<file path="src/hw/lac_defines.svh">
`ifndef LAC_DEFINES_SVH
`define LAC_DEFINES_SVH

// register byte offsets
`define LAC_ADDR_CTRL      8'h00
`define LAC_ADDR_COOL      8'h04
`define LAC_ADDR_RUNCUR    8'h08
`define LAC_ADDR_LOWVEL    8'h0C
`define LAC_ADDR_HIGHVEL   8'h10
`define LAC_ADDR_THROFF    8'h14
`define LAC_ADDR_DRVSTAT   8'h18
`define LAC_ADDR_RAMPSTAT  8'h1C
`define LAC_ADDR_INTSTAT   8'h20
`define LAC_ADDR_INTMASK   8'h24

// widths
`define LAC_LOAD_W         10
`define LAC_CS_W           5
`define LAC_VEL_W          20
`define LAC_THROFF_W       7
`define LAC_INT_W          3

// control word bits
`define LAC_CTRL_STOP      0
`define LAC_CTRL_FILT      1
`define LAC_CTRL_EXTSD     2

// adaptation word fields
`define LAC_COOL_LOW_LO    0
`define LAC_COOL_WIN_LO    4
`define LAC_COOL_UP_LO     8
`define LAC_COOL_DN_LO     10
`define LAC_COOL_MINSEL    12
`define LAC_COOL_W         13

// driver status fields
`define LAC_DRV_LOAD_LO    0
`define LAC_DRV_CS_LO      16
`define LAC_DRV_STALL      24
`define LAC_DRV_ACTIVE     25

// ramp status and interrupt bits
`define LAC_RAMP_EVENT     0
`define LAC_RAMP_HALT      1
`define LAC_INT_STALL      0
`define LAC_INT_UP         1
`define LAC_INT_READING    2

// reset values
`define LAC_RST_RUNCUR     5'h1F
`define LAC_RST_VEL        20'h00000

// axi responses
`define LAC_RESP_OKAY      2'h0
`define LAC_RESP_SLVERR    2'h2

`endif

</file>
<file path="src/hw/lac_pkg.sv">
`include "lac_defines.svh"

package lac_pkg;

	typedef enum logic [2:0] {
		LAC_RUN     = 3'h1,
		LAC_STOPPED = 3'h2,
		LAC_WAITZ   = 3'h4
	} lac_stall_t;

	typedef struct packed {
		logic                         awready;
		logic                         wready;
		logic                         bvalid;
		logic [1:0]                   bresp;
		logic                         arready;
		logic                         rvalid;
		logic [31:0]                  rdata;
		logic [1:0]                   rresp;
		logic [2:0]                   ctrl;
		logic [`LAC_COOL_W-1:0]       cool;
		logic [`LAC_CS_W-1:0]         runCur;
		logic [`LAC_VEL_W-1:0]        lowVel;
		logic [`LAC_VEL_W-1:0]        highVel;
		logic [`LAC_THROFF_W-1:0]     thrOffset;
		logic [`LAC_INT_W-1:0]        intMask;
		logic [`LAC_INT_W-1:0]        intStat;
		logic [`LAC_LOAD_W-1:0]       load;
		logic                         loadValid;
		logic [`LAC_LOAD_W+1:0]       filtAcc;
		logic [1:0]                   filtCnt;
		logic [`LAC_CS_W-1:0]         cs;
		logic [`LAC_CS_W:0]           downCnt;
		lac_stall_t                   state;
		logic                         stallEvent;
		logic                         stallFlag;
		logic                         paramsChg;
		logic                         halt;
		logic                         fsSwitch;
		logic                         irq;
	} lac_state_t;

endpackage : lac_pkg

</file>
<file path="src/hw/load_adaptive_current_control.sv">
`timescale 1ns/10ps
`default_nettype none
`include "lac_defines.svh"

// How it works
// unfiltered: a fresh load reading is taken on every fullstep
// filter on: each reported reading is the mean of four measurements
// filter on: only one result every four fullsteps
// load threshold offset is signed, sign-extended on readback
// a reading of zero counts as a stall
// stall with stop enabled halts the ramp, velocity forced to zero
// stall stop also sets the stall flag in driver status
// write-back clears the event; restart after zero wait if parameters unchanged
// host should keep filtering off for stall detection
// below lower velocity threshold adaptation and stall stop are off; in external step mode the code ignores this threshold and keeps both on
// above upper velocity threshold both are off; also selects fullstepping
// low limit is lower field times 32; zero disables adaptation
// thresholds compare against the 10-bit load reading
// upper limit is (lower+window+1)*32; readings at or above decrease current
// each reading below low limit adds 1, 2, 4 or 8 to the scale
// decrement by one after 32, 8, 2 or 1 readings above upper limit
// floor is half of run current, or a quarter with select set
// actual current scale is readable status
// scale saturates at run current and at the floor
module load_adaptive_current_control (
	input  wire logic                      sys_clk,
	input  wire logic                      sys_rst,
	input  wire logic [7:0]                s_axi_awaddr,
	input  wire logic                      s_axi_awvalid,
	output logic                           s_axi_awready,
	input  wire logic [31:0]               s_axi_wdata,
	input  wire logic [3:0]                s_axi_wstrb,
	input  wire logic                      s_axi_wvalid,
	output logic                           s_axi_wready,
	output logic [1:0]                     s_axi_bresp,
	output logic                           s_axi_bvalid,
	input  wire logic                      s_axi_bready,
	input  wire logic [7:0]                s_axi_araddr,
	input  wire logic                      s_axi_arvalid,
	output logic                           s_axi_arready,
	output logic [31:0]                    s_axi_rdata,
	output logic [1:0]                     s_axi_rresp,
	output logic                           s_axi_rvalid,
	input  wire logic                      s_axi_rready,
	input  wire logic [`LAC_LOAD_W-1:0]    loadRaw,
	input  wire logic                      loadRawValid,
	input  wire logic [`LAC_VEL_W-1:0]     stepInterval,
	input  wire logic                      zeroWaitExpired,
	input  wire logic                      motionParamsChanged,
	output logic                           rampHalt,
	output logic [`LAC_CS_W-1:0]           actualCurrentScale,
	output logic [`LAC_THROFF_W-1:0]       loadThresholdOffset,
	output logic                           fullstepSwitch,
	output logic                           irq
);

	lac_pkg::lac_state_t q;
	lac_pkg::lac_state_t d;

	function automatic logic [31:0] lacMerge(input logic [31:0] old,
		input logic [31:0] wd, input logic [3:0] strb);
		logic [31:0] r;
		r = old;
		for (int i = 0; i < 4; i++) begin
			if (strb[i]) begin
				r[i*8 +: 8] = wd[i*8 +: 8];
			end
		end
		return r;
	endfunction : lacMerge

	function automatic logic [5:0] lacUpStep(input logic [1:0] sel);
		return 6'h01 << sel;
	endfunction : lacUpStep

	function automatic logic [`LAC_CS_W:0] lacDownCount(input logic [1:0] sel);
		logic [`LAC_CS_W:0] n;
		unique case (sel)
			2'h0: n = 6'h20;
			2'h1: n = 6'h08;
			2'h2: n = 6'h02;
			2'h3: n = 6'h01;
		endcase
		return n;
	endfunction : lacDownCount

	logic [3:0]               lowerThr;
	logic [3:0]               upperWin;
	logic [1:0]               upSel;
	logic [1:0]               dnSel;
	logic                     minSel;
	logic [`LAC_LOAD_W:0]     lowLimit;
	logic [`LAC_LOAD_W:0]     highLimit;
	logic [`LAC_CS_W-1:0]     floorCs;
	logic                     lowOk;
	logic                     highOk;
	logic                     windowOk;
	logic                     adaptActive;
	logic                     belowLow;
	logic                     aboveHigh;
	logic                     stallHit;
	logic [`LAC_LOAD_W+1:0]   filtSum;

	assign lowerThr  = q.cool[`LAC_COOL_LOW_LO +: 4];
	assign upperWin  = q.cool[`LAC_COOL_WIN_LO +: 4];
	assign upSel     = q.cool[`LAC_COOL_UP_LO +: 2];
	assign dnSel     = q.cool[`LAC_COOL_DN_LO +: 2];
	assign minSel    = q.cool[`LAC_COOL_MINSEL];
	assign lowLimit  = {2'h0, lowerThr, 5'h00};
	assign highLimit = {1'b0, ({1'b0, lowerThr} + {1'b0, upperWin} + 5'h01),
		5'h00};
	// floor follows run current, so lowering run current drags the floor too
	assign floorCs   = minSel ? (q.runCur >> 2) : (q.runCur >> 1);
	// step interval grows as velocity falls
	assign lowOk     = q.ctrl[`LAC_CTRL_EXTSD] || (stepInterval <= q.lowVel);
	assign highOk    = stepInterval >= q.highVel;
	assign windowOk  = lowOk && highOk;
	assign adaptActive = windowOk && (lowerThr != 4'h0);
	assign belowLow  = {1'b0, q.load} < lowLimit;
	assign aboveHigh = {1'b0, q.load} >= highLimit;
	assign stallHit  = q.loadValid && (q.load == 10'h000) && windowOk
		&& q.ctrl[`LAC_CTRL_STOP];
	assign filtSum   = q.filtAcc + {2'h0, loadRaw};

	always_comb begin
		logic [`LAC_INT_W-1:0] intSet;
		logic                  intRdClr;
		logic [5:0]            upSum;
		logic [31:0]           wv;
		logic                  wrEvtClr;
		intSet   = '0;
		intRdClr = 1'b0;
		upSum    = '0;
		wv       = '0;
		wrEvtClr = 1'b0;
		d = q;
		d.awready   = 1'b0;
		d.wready    = 1'b0;
		d.arready   = 1'b0;
		d.loadValid = 1'b0;

		// load reading path
		if (loadRawValid) begin
			if (!q.ctrl[`LAC_CTRL_FILT]) begin
				d.load      = loadRaw;
				d.loadValid = 1'b1;
				d.filtAcc   = '0;
				d.filtCnt   = 2'h0;
			end else begin
				d.filtCnt = q.filtCnt + 2'h1;
				if (q.filtCnt == 2'h3) begin
					d.load      = filtSum[`LAC_LOAD_W+1:2];
					d.loadValid = 1'b1;
					d.filtAcc   = '0;
				end else begin
					d.filtAcc = filtSum;
				end
			end
		end
		if (d.loadValid) begin
			intSet[`LAC_INT_READING] = 1'b1;
		end

		// current scale adaptation
		if (!adaptActive) begin
			d.cs      = q.runCur;
			d.downCnt = '0;
		end else if (q.cs > q.runCur) begin
			d.cs = q.runCur;
		end else if (q.loadValid) begin
			if (belowLow) begin
				upSum = {1'b0, q.cs} + lacUpStep(upSel);
				d.cs  = (upSum > {1'b0, q.runCur}) ? q.runCur : upSum[`LAC_CS_W-1:0];
				d.downCnt = '0;
				intSet[`LAC_INT_UP] = 1'b1;
			end else if (aboveHigh) begin
				if (q.downCnt + 6'h01 >= lacDownCount(dnSel)) begin
					d.cs = (q.cs > floorCs) ? q.cs - 5'h01 : floorCs;
					d.downCnt = '0;
				end else begin
					d.downCnt = q.downCnt + 6'h01;
				end
			end
		end else if (q.cs < floorCs) begin
			d.cs = floorCs;
		end

		// write channel
		if (s_axi_awvalid && s_axi_wvalid && !q.awready && !q.bvalid) begin
			d.awready = 1'b1;
			d.wready  = 1'b1;
			d.bvalid  = 1'b1;
			d.bresp   = `LAC_RESP_OKAY;
			unique case (s_axi_awaddr)
				`LAC_ADDR_CTRL: begin
					wv = lacMerge({29'h0, q.ctrl}, s_axi_wdata, s_axi_wstrb);
					d.ctrl = wv[2:0];
				end
				`LAC_ADDR_COOL: begin
					wv = lacMerge({19'h0, q.cool}, s_axi_wdata, s_axi_wstrb);
					d.cool = wv[`LAC_COOL_W-1:0];
				end
				`LAC_ADDR_RUNCUR: begin
					wv = lacMerge({27'h0, q.runCur}, s_axi_wdata, s_axi_wstrb);
					d.runCur = wv[`LAC_CS_W-1:0];
				end
				`LAC_ADDR_LOWVEL: begin
					wv = lacMerge({12'h0, q.lowVel}, s_axi_wdata, s_axi_wstrb);
					d.lowVel = wv[`LAC_VEL_W-1:0];
				end
				`LAC_ADDR_HIGHVEL: begin
					wv = lacMerge({12'h0, q.highVel}, s_axi_wdata, s_axi_wstrb);
					d.highVel = wv[`LAC_VEL_W-1:0];
				end
				`LAC_ADDR_THROFF: begin
					wv = lacMerge({25'h0, q.thrOffset}, s_axi_wdata, s_axi_wstrb);
					d.thrOffset = wv[`LAC_THROFF_W-1:0];
				end
				`LAC_ADDR_RAMPSTAT: begin
					// write-back of a read value clears a pending event
					wrEvtClr = s_axi_wstrb[0] && s_axi_wdata[`LAC_RAMP_EVENT];
				end
				`LAC_ADDR_INTMASK: begin
					wv = lacMerge({29'h0, q.intMask}, s_axi_wdata, s_axi_wstrb);
					d.intMask = wv[`LAC_INT_W-1:0];
				end
				`LAC_ADDR_DRVSTAT, `LAC_ADDR_INTSTAT: begin
					d.bresp = `LAC_RESP_OKAY;
				end
				default: d.bresp = `LAC_RESP_SLVERR;
			endcase
		end else if (q.bvalid && s_axi_bready) begin
			d.bvalid = 1'b0;
		end

		// read channel
		if (s_axi_arvalid && !q.arready && !q.rvalid) begin
			d.arready = 1'b1;
			d.rvalid  = 1'b1;
			d.rresp   = `LAC_RESP_OKAY;
			d.rdata   = 32'h0000_0000;
			unique case (s_axi_araddr)
				`LAC_ADDR_CTRL:    d.rdata = {29'h0, q.ctrl};
				`LAC_ADDR_COOL:    d.rdata = {19'h0, q.cool};
				`LAC_ADDR_RUNCUR:  d.rdata = {27'h0, q.runCur};
				`LAC_ADDR_LOWVEL:  d.rdata = {12'h0, q.lowVel};
				`LAC_ADDR_HIGHVEL: d.rdata = {12'h0, q.highVel};
				`LAC_ADDR_THROFF:  d.rdata = {{25{q.thrOffset[`LAC_THROFF_W-1]}}, q.thrOffset};
				`LAC_ADDR_DRVSTAT: begin
					d.rdata[`LAC_DRV_LOAD_LO +: `LAC_LOAD_W] = q.load;
					d.rdata[`LAC_DRV_CS_LO +: `LAC_CS_W]     = q.cs;
					d.rdata[`LAC_DRV_STALL]                  = q.stallFlag;
					d.rdata[`LAC_DRV_ACTIVE]                 = adaptActive;
				end
				`LAC_ADDR_RAMPSTAT: begin
					d.rdata[`LAC_RAMP_EVENT] = q.stallEvent;
					d.rdata[`LAC_RAMP_HALT]  = q.halt;
				end
				`LAC_ADDR_INTSTAT: begin
					d.rdata  = {29'h0, q.intStat};
					intRdClr = 1'b1;
				end
				`LAC_ADDR_INTMASK: d.rdata = {29'h0, q.intMask};
				default:           d.rresp = `LAC_RESP_SLVERR;
			endcase
		end else if (q.rvalid && s_axi_rready) begin
			d.rvalid = 1'b0;
		end

		// stall stop sequencing
		unique case (q.state)
			lac_pkg::LAC_RUN: begin
				if (stallHit) begin
					d.state      = lac_pkg::LAC_STOPPED;
					d.stallEvent = 1'b1;
					d.stallFlag  = 1'b1;
					d.paramsChg  = 1'b0;
					intSet[`LAC_INT_STALL] = 1'b1;
				end
			end
			lac_pkg::LAC_STOPPED: begin
				if (!q.ctrl[`LAC_CTRL_STOP]) begin
					d.state = lac_pkg::LAC_RUN;
				end else if (wrEvtClr) begin
					// new motion parameters take over at once, old ones wait out the zero time
					d.state = q.paramsChg ? lac_pkg::LAC_RUN : lac_pkg::LAC_WAITZ;
				end
			end
			lac_pkg::LAC_WAITZ: begin
				if (zeroWaitExpired || !q.ctrl[`LAC_CTRL_STOP] || motionParamsChanged) begin
					d.state = lac_pkg::LAC_RUN;
				end
			end
			default: d.state = lac_pkg::LAC_RUN;
		endcase
		if (motionParamsChanged && q.state != lac_pkg::LAC_RUN) begin
			d.paramsChg = 1'b1;
		end
		if (d.state == lac_pkg::LAC_RUN) begin
			d.stallEvent = 1'b0;
			d.stallFlag  = 1'b0;
		end
		d.halt     = d.state != lac_pkg::LAC_RUN;
		d.fsSwitch = !highOk;

		// set wins over read clear
		d.intStat = (intRdClr ? '0 : q.intStat) | intSet;
		d.irq     = |(d.intStat & d.intMask);
	end

	always_ff @(posedge sys_clk) begin
		if (sys_rst) begin
			q         <= '0;
			q.runCur  <= `LAC_RST_RUNCUR;
			q.cs      <= `LAC_RST_RUNCUR;
			q.lowVel  <= `LAC_RST_VEL;
			q.highVel <= `LAC_RST_VEL;
			q.state   <= lac_pkg::LAC_RUN;
		end else begin
			q <= d;
		end
	end

	assign s_axi_awready       = q.awready;
	assign s_axi_wready        = q.wready;
	assign s_axi_bvalid        = q.bvalid;
	assign s_axi_bresp         = q.bresp;
	assign s_axi_arready       = q.arready;
	assign s_axi_rvalid        = q.rvalid;
	assign s_axi_rdata         = q.rdata;
	assign s_axi_rresp         = q.rresp;
	assign rampHalt            = q.halt;
	assign actualCurrentScale  = q.cs;
	assign loadThresholdOffset = q.thrOffset;
	assign fullstepSwitch      = q.fsSwitch;
	assign irq                 = q.irq;
endmodule : load_adaptive_current_control

`default_nettype wire

</file>
<file path="config.mk">
export PLATFORM = sky130hd
export DESIGN_NAME = load_adaptive_current_control
export DESIGN_NICKNAME = d
export VERILOG_FILES = /design/src/hw/lac_pkg.sv /design/src/hw/load_adaptive_current_control.sv
export VERILOG_INCLUDE_DIRS = /design/src /design/src/hw
export SDC_FILE = /design/constraint.sdc
export NUM_CORES = 1
export LEC_CHECK = 0
export CORE_ASPECT_RATIO = 1.2
export CORE_UTILIZATION = 55
export CTS_CLUSTER_SIZE = 12
export DETAILED_ROUTE_END_ITERATION = 8
export DONT_BUFFER_PORTS = 1
export PLACE_DENSITY_LB_ADDON = 0.08
export SLEW_MARGIN = 10
export SYNTH_ARGS = -nofsm -noshare
export SYNTH_HDL_FRONTEND = slang
export SYNTH_SLANG_ARGS = --single-unit
</file>
<file path="constraint.sdc">
create_clock -name sys_clk -period 4.5 [get_ports sys_clk]
set_input_delay 0.9 -clock sys_clk [delete_from_list [all_inputs] [get_ports sys_clk]]
set_output_delay 0.9 -clock sys_clk [all_outputs]
set_load 0.01 [all_outputs]
</file>
After elaboration in Yosys (flattened, before gate mapping)
Index checks and enable logic that the tools add are counted.
- register bits after elaboration: 159
- output and inout bits: 56
- word-level logic and storage cells: 201
- bitwise logic cells: 4
- equality and inequality tests: 32
- $add $sub $neg: 7
- muxes and demuxes: 61
- reduce and logical (&&, ||, !) cells: 54
- shift operators: 1
- magnitude comparators: 9
- operators with widths (kind ; count):
    $pmux 8 s9 ; 1
    $eq 8x5->1 const B ; 8
    $mux 6 ; 10
    $pmux 6 s4 ; 2
    $mux 11 ; 4
    $reduce_and 3->1 ; 13
    $eq 8x4->1 const B ; 4
    $eq 8x6->1 const B ; 4
    $mux 5 ; 6
    $mux 3 ; 9
    $mux 25 ; 1
    $ge 20x20->1 ; 1
    $le 20x20->1 ; 1
    $pmux 2 s10 ; 1
    $pmux 5 s4 ; 1
    $reduce_or 10->1 ; 2
    $mux 1 ; 18
    $eq 8x3->1 const B ; 2
    $logic_not 8->1 ; 2
    $mux 15 ; 1
    $logic_and 1x1->1 ; 14
    $add 12x10->12 ; 1
    $mux 12 ; 1
    $ge 10x10->1 ; 1
    other kinds (38) ; 60

Longest topological paths before layout
Gate-level depths: netlist of the first run.
- depth in word-level cells: 15
- gate-level depth with buffers: 14
- depth with buffers taken out: 14

Least setup slack after synthesis of the first run
No wires, ideal clock.
- path type: flip-flop to flip-flop
- start point: register q[111] (netlist name)
- end point: register q (netlist bit actualCurrentScale[1])
- required time: 4355 ps
- path slack: 1383 ps
- path buffers: 0
- stages on the path, launching flop included: 15
- arrival time: 2972 ps
- cell sequence: dfxtp_1 > nor2_1 > ha_1 > fa_1 > a21oi_1 > nor2_1 > nor2_1 > xnor2_1 > ha_1 > and4_1 > a21oi_1 > a22oi_1 > mux2_2 > a211oi_1 > o221ai_1
- word-level cells in the longest chain between the ends: 8
- RTL lines (what ; RTL line ; source):
    start, declared ; load_adaptive_current_control.sv:57 ; lac_pkg::lac_state_t q;
    $shl 1x2->6 * ; load_adaptive_current_control.sv:73 ; return 6'h01 << sel;
    $add 5x6->6 * ; load_adaptive_current_control.sv:172 ; upSum = {1'b0, q.cs} + lacUpStep(upSel);
    $gt 6x5->1 ; load_adaptive_current_control.sv:173 ; d.cs = (upSum > {1'b0, q.runCur}) ? q.runCur : upSum[`LAC_CS_W-1:0];
    $mux 5 * ; load_adaptive_current_control.sv:173 ;
    $mux 11 * ; load_adaptive_current_control.sv:171 ; if (belowLow) begin
    $mux 5 * ; load_adaptive_current_control.sv:170 ; end else if (q.loadValid) begin
    $mux 5 * ; load_adaptive_current_control.sv:168 ; end else if (q.cs > q.runCur) begin
    $mux 11 * ; load_adaptive_current_control.sv:165 ; if (!adaptActive) begin
Every way passes the cells marked *; elsewhere a longest branch is shown, timed or not.
A chain may end at the register's enable or synchronous reset.

Worst setup path after layout of the first run
- start point: register q (netlist bit actualCurrentScale[0])
- end point: register q (netlist bit actualCurrentScale[2])
- word-level cells in the longest chain between the ends: 8
- RTL lines (what):
    parallel branches: the longest is 8 deep, another holds $add 5x6->6
Parallel ways; which one is timed is not known. The select of a mux whose other input is x is not followed.

==> out/results.ini, run 1 <==
[sta]
hold_slack_ns = 0.465
setup_viol = 0
slew_violations = 0
hold_viol = 0
max_slew.worst_pin.slew_ns = 1.04
min_period_ns = 3.50
relSlewSlack = 0.307
skew_ns = 0.00790
max_freq_mhz = 286
totalNegativeSetupSlack_ns = 0
fin_crit_sh = 0.778
rsz0062_at_grt = no

[grt]
grt_usage = 0.302
grt_max_degree = 123
antenna_found_initial = 0
overflow = 0
grt_pass1_vias = 7351
grt_pass1_wl_mm = 39.7

[route]
wire_per_inst_um = 19.8
vias = 8007
vias_per_cell = 6.11
routed_wl_mm = 25.9
initialDrtViolationCount = 608
ant_nets = 0
drc = 0
dr.pass1.iters = 6

[pwr]
clockPowerShare = 0.475
p_int_uw = 2180
cellLeakagePower_uw = 0.00410
switching_share = 0.242
power_density_nw_per_um2 = 296
power_frac_comb = 0.056
ir_drop_uv = 224
p_sw_uw = 696
p_seq_frac = 0.469

[layout]
multi_input_area_sq_um = 5570
seq_area_sq_um = 2960
syn2layout_area_growth_pct = 4.17
n_fill_cell = 1525
antenna_cells = 0
drive_gt1_frac = 0.0510
fin_nets = 1269

[setup_path]
crit_path_max_incr_delay_ns = 0.44
path_cells = ha_1 > fa_1 > a21oi_1 > nor2_1 > nor2_1 > xnor2_1 > ha_1 > and4_1 > a21oi_1 > a22oi_1 > mux2_2 > a211oi_1 > o221ai_1
required_ns = 4.76
critPathLaunchType = flop
cpMaxStageDelayCell = a22oi_1
crit_path_end_kind = flop
arrival_ns = 3.76
path_max_fanout = 6
criticalPathCategory = flop to flop

[clock_network]
clkLatencyLatePin_ns = 0.43
cts_max_level = 4
cts_inserted_buffers = 17
root_buffer = clkbuf_16
postCtsSetupRepairBufs = 0
cts_tree = yes
cts.sinks = 148
clk_pin_slew_ns = 0.06
hold_buffers = 0
clockBufferDepth = 2
cts-resized-gates = 0

[die]
die_h_um = 145
fp-row-count = 51
boundaryPins = 148
fp.dieW_um = 121
core_sq_um = 16400
initial_utilization = 0.569
die_area_sq_um = 17500

[yosys]
ys_warn_count = 0
synthCells = 1148
ys_ff_latch = 148
async_flop_share = 0
ys_seq_area_frac = 0.318
synth-edff-count = 0
yosys.cell_types.count = 63
avgSynthCellArea_sq_um = 8.12
syn_area_sq_um = 9330
ys_dominant_reg_cell = dfxtp_1

[run]
cap_violations = 0

[place]
io_buffers = 0
gp_routability_congestion = 0.919
hpwl_mm = 19.7

[run_status]
outcome = complete, no violations

[worst_hold_path]
worst_hold_path_type = flop to flop

-- registers in the layout, summed over array words and instances, names as in the netlist, 2 cells and up --
| register | flops |
|---|---|
| dnSel | 2 |
| loadThresholdOffset | 7 |
| q | 96 |
| s_axi_rdata | 24 |
| lowLimit | 4 |
| actualCurrentScale | 5 |
-- power groups by stage --
stage / Clock, uW / Combinational [uW] / Sequential [uW]
2_1_floorplan: 0 / 150 / 1360
3_3_place_gp: 0 / 155 / 1370
3_5_place_dp: 0 / 159 / 1370
4_1_cts: 1380 / 160 / 1350
5_1_grt: 1440 / 183 / 1350
6_report: 1360 / 161 / 1350
-- metrics by stage --
stage / worst slack (ns) / total power (uW) / utilization / std cells / instance area [sq um]
detailed placement: 1.03 / 1530 / 0.558 / 1280 / 9150
global placement: 1.08 / 1530 / 0.558 / 1280 / 9150
CTS: 1.04 / 2890 / 0.592 / 1311 / 9710
global route: 0.795 / 2970 / 0.592 / 1311 / 9710
floorplan: 1.38 / 1510 / - / 1149 / 9330
finish: 0.998 / 2870 / 0.592 / 1311 / 9710
-- area by class of cell --
type | count | area share
clock buffer | 20 | 0.0470
clock inverter | 11 | 0.0108
inverter | 73 | 0.0282
multi-input combinational | 836 | 0.573
sequential | 148 | 0.305
tap | 212 | 0.0273
timing repair buffer | 11 | 0.00850
-- layer usage --
metal	global-route usage	routed length, um	up-vias
met5	0	0	-
met4	0.121	793	0
met3	0.0911	2220	57
met2	0.499	12100	312
met1	0.366	10800	3713
li1	-	-	3925
-- synthesized netlist by cell type, drive strengths merged (7+ instances only) --
library cell | n | share of area
nor4 | 10 | 0.0067
inv | 73 | 0.029
nand4 | 11 | 0.0074
o22ai | 8 | 0.0054
clkbuf | 40 | 0.016
dfxtp | 148 | 0.32
a31oi | 13 | 0.0094
a21oi | 92 | 0.049
nor2 | 150 | 0.060
nand3 | 43 | 0.023
o21a | 7 | 0.0056
buf | 52 | 0.041
nand2 | 80 | 0.032
ha | 87 | 0.12
a22oi | 42 | 0.034
and4 | 7 | 0.0066
xor2 | 8 | 0.0075
o21ai | 36 | 0.019
nor3 | 18 | 0.010
xnor2 | 15 | 0.014
mux2i | 59 | 0.063
nor2b | 19 | 0.013
and2 | 11 | 0.0074
nand2b | 13 | 0.0087
a21o | 12 | 0.0097
and3 | 7 | 0.0047
or3 | 7 | 0.0047
-- final timing paths --
path | from | end | slack (ns) | cells after the start
hold / removal | q[14]$_SDFFE_PP0P_ | q[14]$_SDFFE_PP0P_ | 0.46 | 2
setup reg to reg | actualCurrentScale[0]$_SDFFE_PP1P_ | actualCurrentScale[2]$_SDFFE_PP1P_ | 1.0 | 13
setup / recovery | actualCurrentScale[0]$_SDFFE_PP1P_ | actualCurrentScale[2]$_SDFFE_PP1P_ | 1.0 | 13
hold reg to reg | q[14]$_SDFFE_PP0P_ | q[14]$_SDFFE_PP0P_ | 0.46 | 2
-- cells in the final DEF, fill, tap and decap left out, drive strengths merged, types with 6 or more instances in the layout --
cell | Yosys | routed
nor2 | 150 | 150
dfxtp | 148 | 148
a21oi | 92 | 92
ha | 87 | 87
nand2 | 80 | 80
inv | 73 | 74
mux2i | 59 | 59
nand3 | 43 | 43
a22oi | 42 | 42
o21ai | 36 | 36
clkbuf | 40 | 20
nor2b | 19 | 19
nor3 | 18 | 18
xnor2 | 15 | 15
nand2b | 13 | 13
a31oi | 13 | 13
a21o | 12 | 12
nand4 | 11 | 11
buf | 52 | 11
and2 | 11 | 11
nor4 | 10 | 10
xor2 | 8 | 8
o22ai | 8 | 8
o21a | 7 | 7
and3 | 7 | 7
or3 | 7 | 7
and4 | 7 | 7
a211oi | 6 | 6
o211ai | 6 | 6
a2111oi | 6 | 6
mux2 | 6 | 6
-- logic make-up (layout without fill, tap and decap cells) --
group | after synthesis | count (layout) | share of synthesized area
muxes | 65 | 65 | 0.0706
and+or+nand+nor | 394 | 394 | 0.200
other | 1 | 2 | 0.000402
buffers and inverters | 165 | 115 | 0.0863
AOI/OAI and AO/OA | 262 | 262 | 0.180
DFF | 148 | 148 | 0.318
adders and majority gates | 90 | 90 | 0.123
xor gates and xnor gates | 23 | 23 | 0.0216
-- worst max-delay path, delay by kind of cell (launching register included) --
kind	cells	cell delay [ns]
AOI/OAI and AO/OA	5	1.05
xor gates and xnor gates	1	0.11
adders and majority gates	3	1.01
DFF	1	0.42
muxes	1	0.40
and+or+nand+nor	3	0.35
No activity file was read; power rests on OpenSTA's default activity.
==> inputs of run 2 (changes only) <==
- ABC_AREA: not set -> 1
- clock period: 4.5 -> 3.1 ns (I/O delays scaled with it)
==> run 2 against run 1 <==
- area after synthesis up 3.4%
- highest routed layer unchanged
- global-route usage up 0.31 points
- critical endpoint is now actualCurrentScale[1]$_SDFFE_PP1P_
- utilization down 0.084 points
==> out/results.ini, run 2 <==
[clock_network]
cts_inserted_buffers = 17
clkLatencyLatePin_ns = 0.43
clk_pin_slew_ns = 0.07
root_buffer = clkbuf_16
cts_tree = yes
hold_buffers = 0
cts.sinks = 148
cts_max_level = 4
clockBufferDepth = 2

[layout]
fin_nets = 1487
drive_gt1_frac = 0.0781
antenna_cells = 0
final_cell_mix = 274 x nand2_1, 185 x inv_1, 156 x a21oi_1, 148 x dfxtp_1, 95 x o21ai_0
multi_input_area_sq_um = 5390
syn2layout_area_growth_pct = 4.14
largest_reg_flops = 96
seq_area_sq_um = 2960
final_common_cell = nand2_1
largest-register = q
n_fill_cell = 1639

[setup_path]
reg2reg_setup_slack_ns = 0.29
cpMaxStageDelayCell = fa_1
path_max_fanout = 6
criticalPathCategory = flop to flop
r2r_start = lowLimit[5]$_SDFFE_PP0P_
crit_path_max_incr_delay_ns = 0.40
required_ns = 3.43
critPathLaunchType = flop
reg2reg_depth = 16
cp_num_buf_inv = 2
path_cells = inv_1 > ha_1 > fa_1 > nor2_1 > a211oi_1 > ha_1 > a21oi_1 > o21ai_0 > nor2_1 > nand3_2 > nand2_1 > inv_1 > nand2_2 > nand3_1 > nand3_1 > nand2_1
path_delay_family = simple AND/OR/NAND/NOR gates
arrival_ns = 3.14
cp-startpoint = lowLimit[5]$_SDFFE_PP0P_
crit_path_end_kind = flop
reg2reg_to = actualCurrentScale[1]$_SDFFE_PP1P_

[yosys]
synth_top_area_cell = dfxtp_1
syn_area_sq_um = 9650
avgSynthCellArea_sq_um = 7.09
synth_area_leaders = dfxtp_1 31%, ha_1 11%, nand2_1 11%
yosysMostFrequentCell = nand2_1
synth.top_cell.area_share = 0.307
yosys.cell_types.count = 59
async_flop_share = 0
ys_warn_count = 0
ys_dominant_reg_cell = dfxtp_1
synth-edff-count = 0
yosys-top-cells-count = 274 x nand2_1, 186 x inv_1, 156 x a21oi_1
synthCells = 1360
ys_seq_area_frac = 0.307
ys_ff_latch = 148

[sta]
slew_violations = 0
fin_crit_sh = 0.906
min_period_ns = 2.81
relSlewSlack = 0.399
max_freq_mhz = 356
max_slew.worst_pin.slew_ns = 0.901
hold_viol = 0
skew_ns = 0.00895
setup_viol = 0
rsz0062_at_grt = no
totalNegativeSetupSlack_ns = 0

[die]
fp.dieW_um = 123
initial_utilization = 0.568
die_h_um = 147
fp-row-count = 52
core_sq_um = 17000
die_area_sq_um = 18100
boundaryPins = 148

[pwr]
ir_drop_uv = 393
power_uw = 4310
cellLeakagePower_uw = 0.00433
power_density_nw_per_um2 = 429

[route]
initialDrtViolationCount = 549
routed_wl_mm = 26.6
vias_per_cell = 5.65
ant_nets = 0
wire_per_inst_um = 17.4
drc = 0
dr.pass1.iters = 5
vias = 8661

[run_status]
outcome = complete, no violations

[grt]
antenna_found_initial = 0
met3_usage = 0.0586
grt_pass1_vias = 8392
use_met1 = 0.362
met2_usage = 0.517
grt_most_used_layer = met2
grt_usage = 0.305
grt_pass1_wl_mm = 42.0
grt_max_degree = 62
overflow = 0

[worst_hold_path]
worst_hold_path_type = input port to flop
min_from = sys_rst
whs_path_depth = 1
hold_path_end = q[23]$_SDFFE_PP0P_

[place]
gp_routability_congestion = 0.911
io_buffers = 0
hpwl_mm = 20.4

[run]
cap_violations = 0

-- run 2: area by class of cell --
| type | instances | area share |
|---|---|---|
| clock inverter | 12 | 0.0120 |
| timing repair buffer | 12 | 0.0102 |
| clock buffer | 20 | 0.0455 |
| tap | 216 | 0.0269 |
| inverter | 198 | 0.0740 |
| sequential | 148 | 0.295 |
| multi-input combinational | 928 | 0.536 |
-- run 2: worst max-delay path by stage --
| stage | endpoint | slack [ns] | cells after the start |
|---|---|---|---|
| floorplan | q[11]$_SDFFE_PP0P_ | 0.68 | 18 |
| global placement | actualCurrentScale[1]$_SDFFE_PP1P_ | 0.37 | 16 |
| detailed placement | actualCurrentScale[1]$_SDFFE_PP1P_ | 0.35 | 16 |
| CTS | actualCurrentScale[1]$_SDFFE_PP1P_ | 0.32 | 16 |
| global route | actualCurrentScale[4]$_SDFFE_PP1P_ | 0.04 | 16 |
| finish | actualCurrentScale[1]$_SDFFE_PP1P_ | 0.29 | 16 |
-- run 2: repair_timing --
action | CTS | global route
resized for setup | 0 | 1
endpoints found under the setup margin | 0 | 1
buffers inserted | 0 | 0
-- run 2: report_power, final --
| part | switching (uW) | leakage, uW | internal, uW |
|---|---|---|---|
| Combinational | 217 | 0.00285 | 107 |
| Sequential | 31.4 | 0.00120 | 1920 |
| Clock | 870 | 0.000278 | 1160 |
| Total | 1120 | 0.00433 | 3190 |
-- run 2: cells by family after synthesis --
logic type	after synthesis	synth area share
AND/OR/NAND/NOR	495	0.233
AO/OA/AOI/OAI	324	0.189
buffers and inverters	285	0.136
flip-flops	148	0.307
adder cells (fa/ha/maj)	90	0.119
XOR/XNOR	17	0.0154
other	1	0.000389
-- run 2: per-stage QoR --
| step | std cells | area (sq um) | setup WS, ns | hold WS, ns | util |
|---|---|---|---|---|---|
| global placement | 1502 | 9460 | 0.365 | 0.451 | 0.557 |
| floorplan | 1361 | 9650 | 0.678 | 0.444 | - |
| global route | 1534 | 10000 | 0.0417 | 0.250 | 0.592 |
| detailed placement | 1502 | 9460 | 0.346 | 0.458 | 0.557 |
| finish | 1534 | 10000 | 0.291 | 0.265 | 0.592 |
| CTS | 1534 | 10000 | 0.320 | 0.246 | 0.591 |
-- run 2: routing by layer --
metal / part of all wire / wire, um
met5: 0 / 0
met4: 0.044 / 1180
met3: 0.066 / 1760
met2: 0.48 / 12800
met1: 0.41 / 10900
==> inputs of run 3 (changes only) <==
- PLACE_DENSITY: not set -> 0.81
- PLACE_DENSITY_LB_ADDON: 0.08 -> not set
==> run 3 against run 2 <==
- via count up 2.9%
- count of clock-buffer cells in the layout down 3
- sequential share of layout area hardly changed
- power grew 2.8%
- die area unchanged
- critical path depth unchanged
- maximum frequency fell by 2.2%
- wire length shrank 2.5%
- first-iteration DRC count rose by 57%
- utilization about the same
- hold slack worse by 0.0027 ns
- worst setup slack got worse by 0.064 ns
- critical endpoint unchanged
- largest power group unchanged
==> out/results.ini, run 3 (same netlist as run 2, synthesis figures left out) <==
[place]
io_buffers = 0
hpwl_mm = 19.8
dp_slack_ns = 0.296
gp_routability_congestion = 0.966
dpl_cell_area_sq_um = 9430

[route]
wire_per_inst_um = 16.9
routed_wl_mm = 25.9
vias_per_cell = 5.82
vias = 8912
drc = 0
dr.pass1.iters = 7
ant_nets = 0
initialDrtViolationCount = 862

[clock_network]
cts_max_level = 4
cts.sinks = 148
hold_buffers = 0
cts-resized-gates = 0
cts_tree = yes
cts_inserted_buffers = 17
postCtsSetupRepairBufs = 0
clk_pin_slew_ns = 0.07
clkLatencyLatePin_ns = 0.44
root_buffer = clkbuf_16
clockBufferDepth = 2

[sta]
max_slew.worst_pin.slew_ns = 0.937
setup_slack_ns = 0.226
hold_viol = 0
setup_viol = 0
relSlewSlack = 0.375
skew_ns = 0.00891
fin_crit_sh = 0.927
min_period_ns = 2.87
totalNegativeSetupSlack_ns = 0
hold_slack_ns = 0.263
max_freq_mhz = 348
rsz0062_at_grt = no
slew_violations = 0

[grt]
antenna_found_initial = 0
grt_usage = 0.295
overflow = 0
grt_pass1_vias = 8358
grt_max_degree = 66
grt_pass1_wl_mm = 41.3

[setup_path]
path_max_fanout = 6
critPathLaunchType = flop
criticalPathCategory = flop to flop
crit_path_end_kind = flop
required_ns = 3.43
crit_path_max_incr_delay_ns = 0.39
arrival_ns = 3.20
cpMaxStageDelayCell = fa_1
path_cells = inv_1 > ha_1 > fa_1 > nor2_1 > a211oi_1 > ha_1 > a21oi_1 > o21ai_0 > nor2_1 > nand3_2 > nand2_1 > inv_1 > nand2_2 > nand3_1 > nand3_1 > nand2_1

[layout]
fin_area_sq_um = 10100
largest_reg_flops = 96
final_cell_mix = 273 x nand2_1, 185 x inv_1, 155 x a21oi_1, 147 x dfxtp_1, 95 x o21ai_0
drive_gt1_frac = 0.0783
finish.utilization = 0.592
largest-register = q
final_common_cell = nand2_1
syn2layout_area_growth_pct = 4.22
antenna_cells = 0
fin_nets = 1484

[die]
die_area_sq_um = 18100
fp.dieW_um = 123
core_sq_um = 17000
die_h_um = 147
fp-row-count = 52
boundaryPins = 148
initial_utilization = 0.568

[pwr]
p_int_uw = 3250
cellLeakagePower_uw = 0.00433
p_seq_frac = 0.441
switching_share = 0.266
power_density_nw_per_um2 = 440
p_sw_uw = 1180
power_frac_comb = 0.072
clockPowerShare = 0.487
ir_drop_uv = 362

[worst_hold_path]
worst_hold_path_type = input port to flop

[run]
cap_violations = 0

[run_status]
outcome = complete, no violations

[run 3: power groups by stage]
stage	Sequential [uW]	Combinational (uW)	Clock [uW]
after floorplan	1980	285	0
after global placement	2000	302	0
after detailed placement	2000	313	0
after CTS	1950	315	2170
after global routing	1960	361	2240
final	1950	319	2150
[run 3: path summary, 6_finish.rpt]
kind	cells past startpoint	endpoint	slack, ns	start
min reg2reg	2	q[28]$_SDFFE_PP0P_	0.46	q[28]$_SDFFE_PP0P_
min	1	q[23]$_SDFFE_PP0P_	0.26	sys_rst
max reg2reg	16	actualCurrentScale[1]$_SDFFE_PP1P_	0.23	lowLimit[5]$_SDFFE_PP0P_
max	16	actualCurrentScale[1]$_SDFFE_PP1P_	0.23	lowLimit[5]$_SDFFE_PP0P_
[run 3: layer usage]
metal	share of wire	track usage
met1	0.39	0.349
met2	0.48	0.504
met3	0.086	0.0644
met4	0.041	0.134
met5	0	0
[run 3: cell type report]
class / instances / area [sq um]
inverter: 198 / 743
fill: 1511 / 6930
multi-input combinational: 928 / 5390
timing repair buffer: 9 / 67.6
tap: 216 / 270
clock buffer: 17 / 425
clock inverter: 15 / 191
sequential: 148 / 2960
[run 3: through the flow]
stage                     power [uW]  cells
final                           4430   1531
after global routing            4560   1531
after CTS                       4440   1531
after detailed placement        2310   1499
after global placement          2300   1499
after floorplan                 2260   1361
[run 3: worst max-delay path, delay by kind of cell, from the launching register on]
| kind | cells | cell delay (ns) |
|---|---|---|
| simple gates | 8 | 1.01 |
| flops | 1 | 0.35 |
| fa+ha+maj | 3 | 0.92 |
| compound gates | 3 | 0.30 |
| buf+inv | 2 | 0.17 |
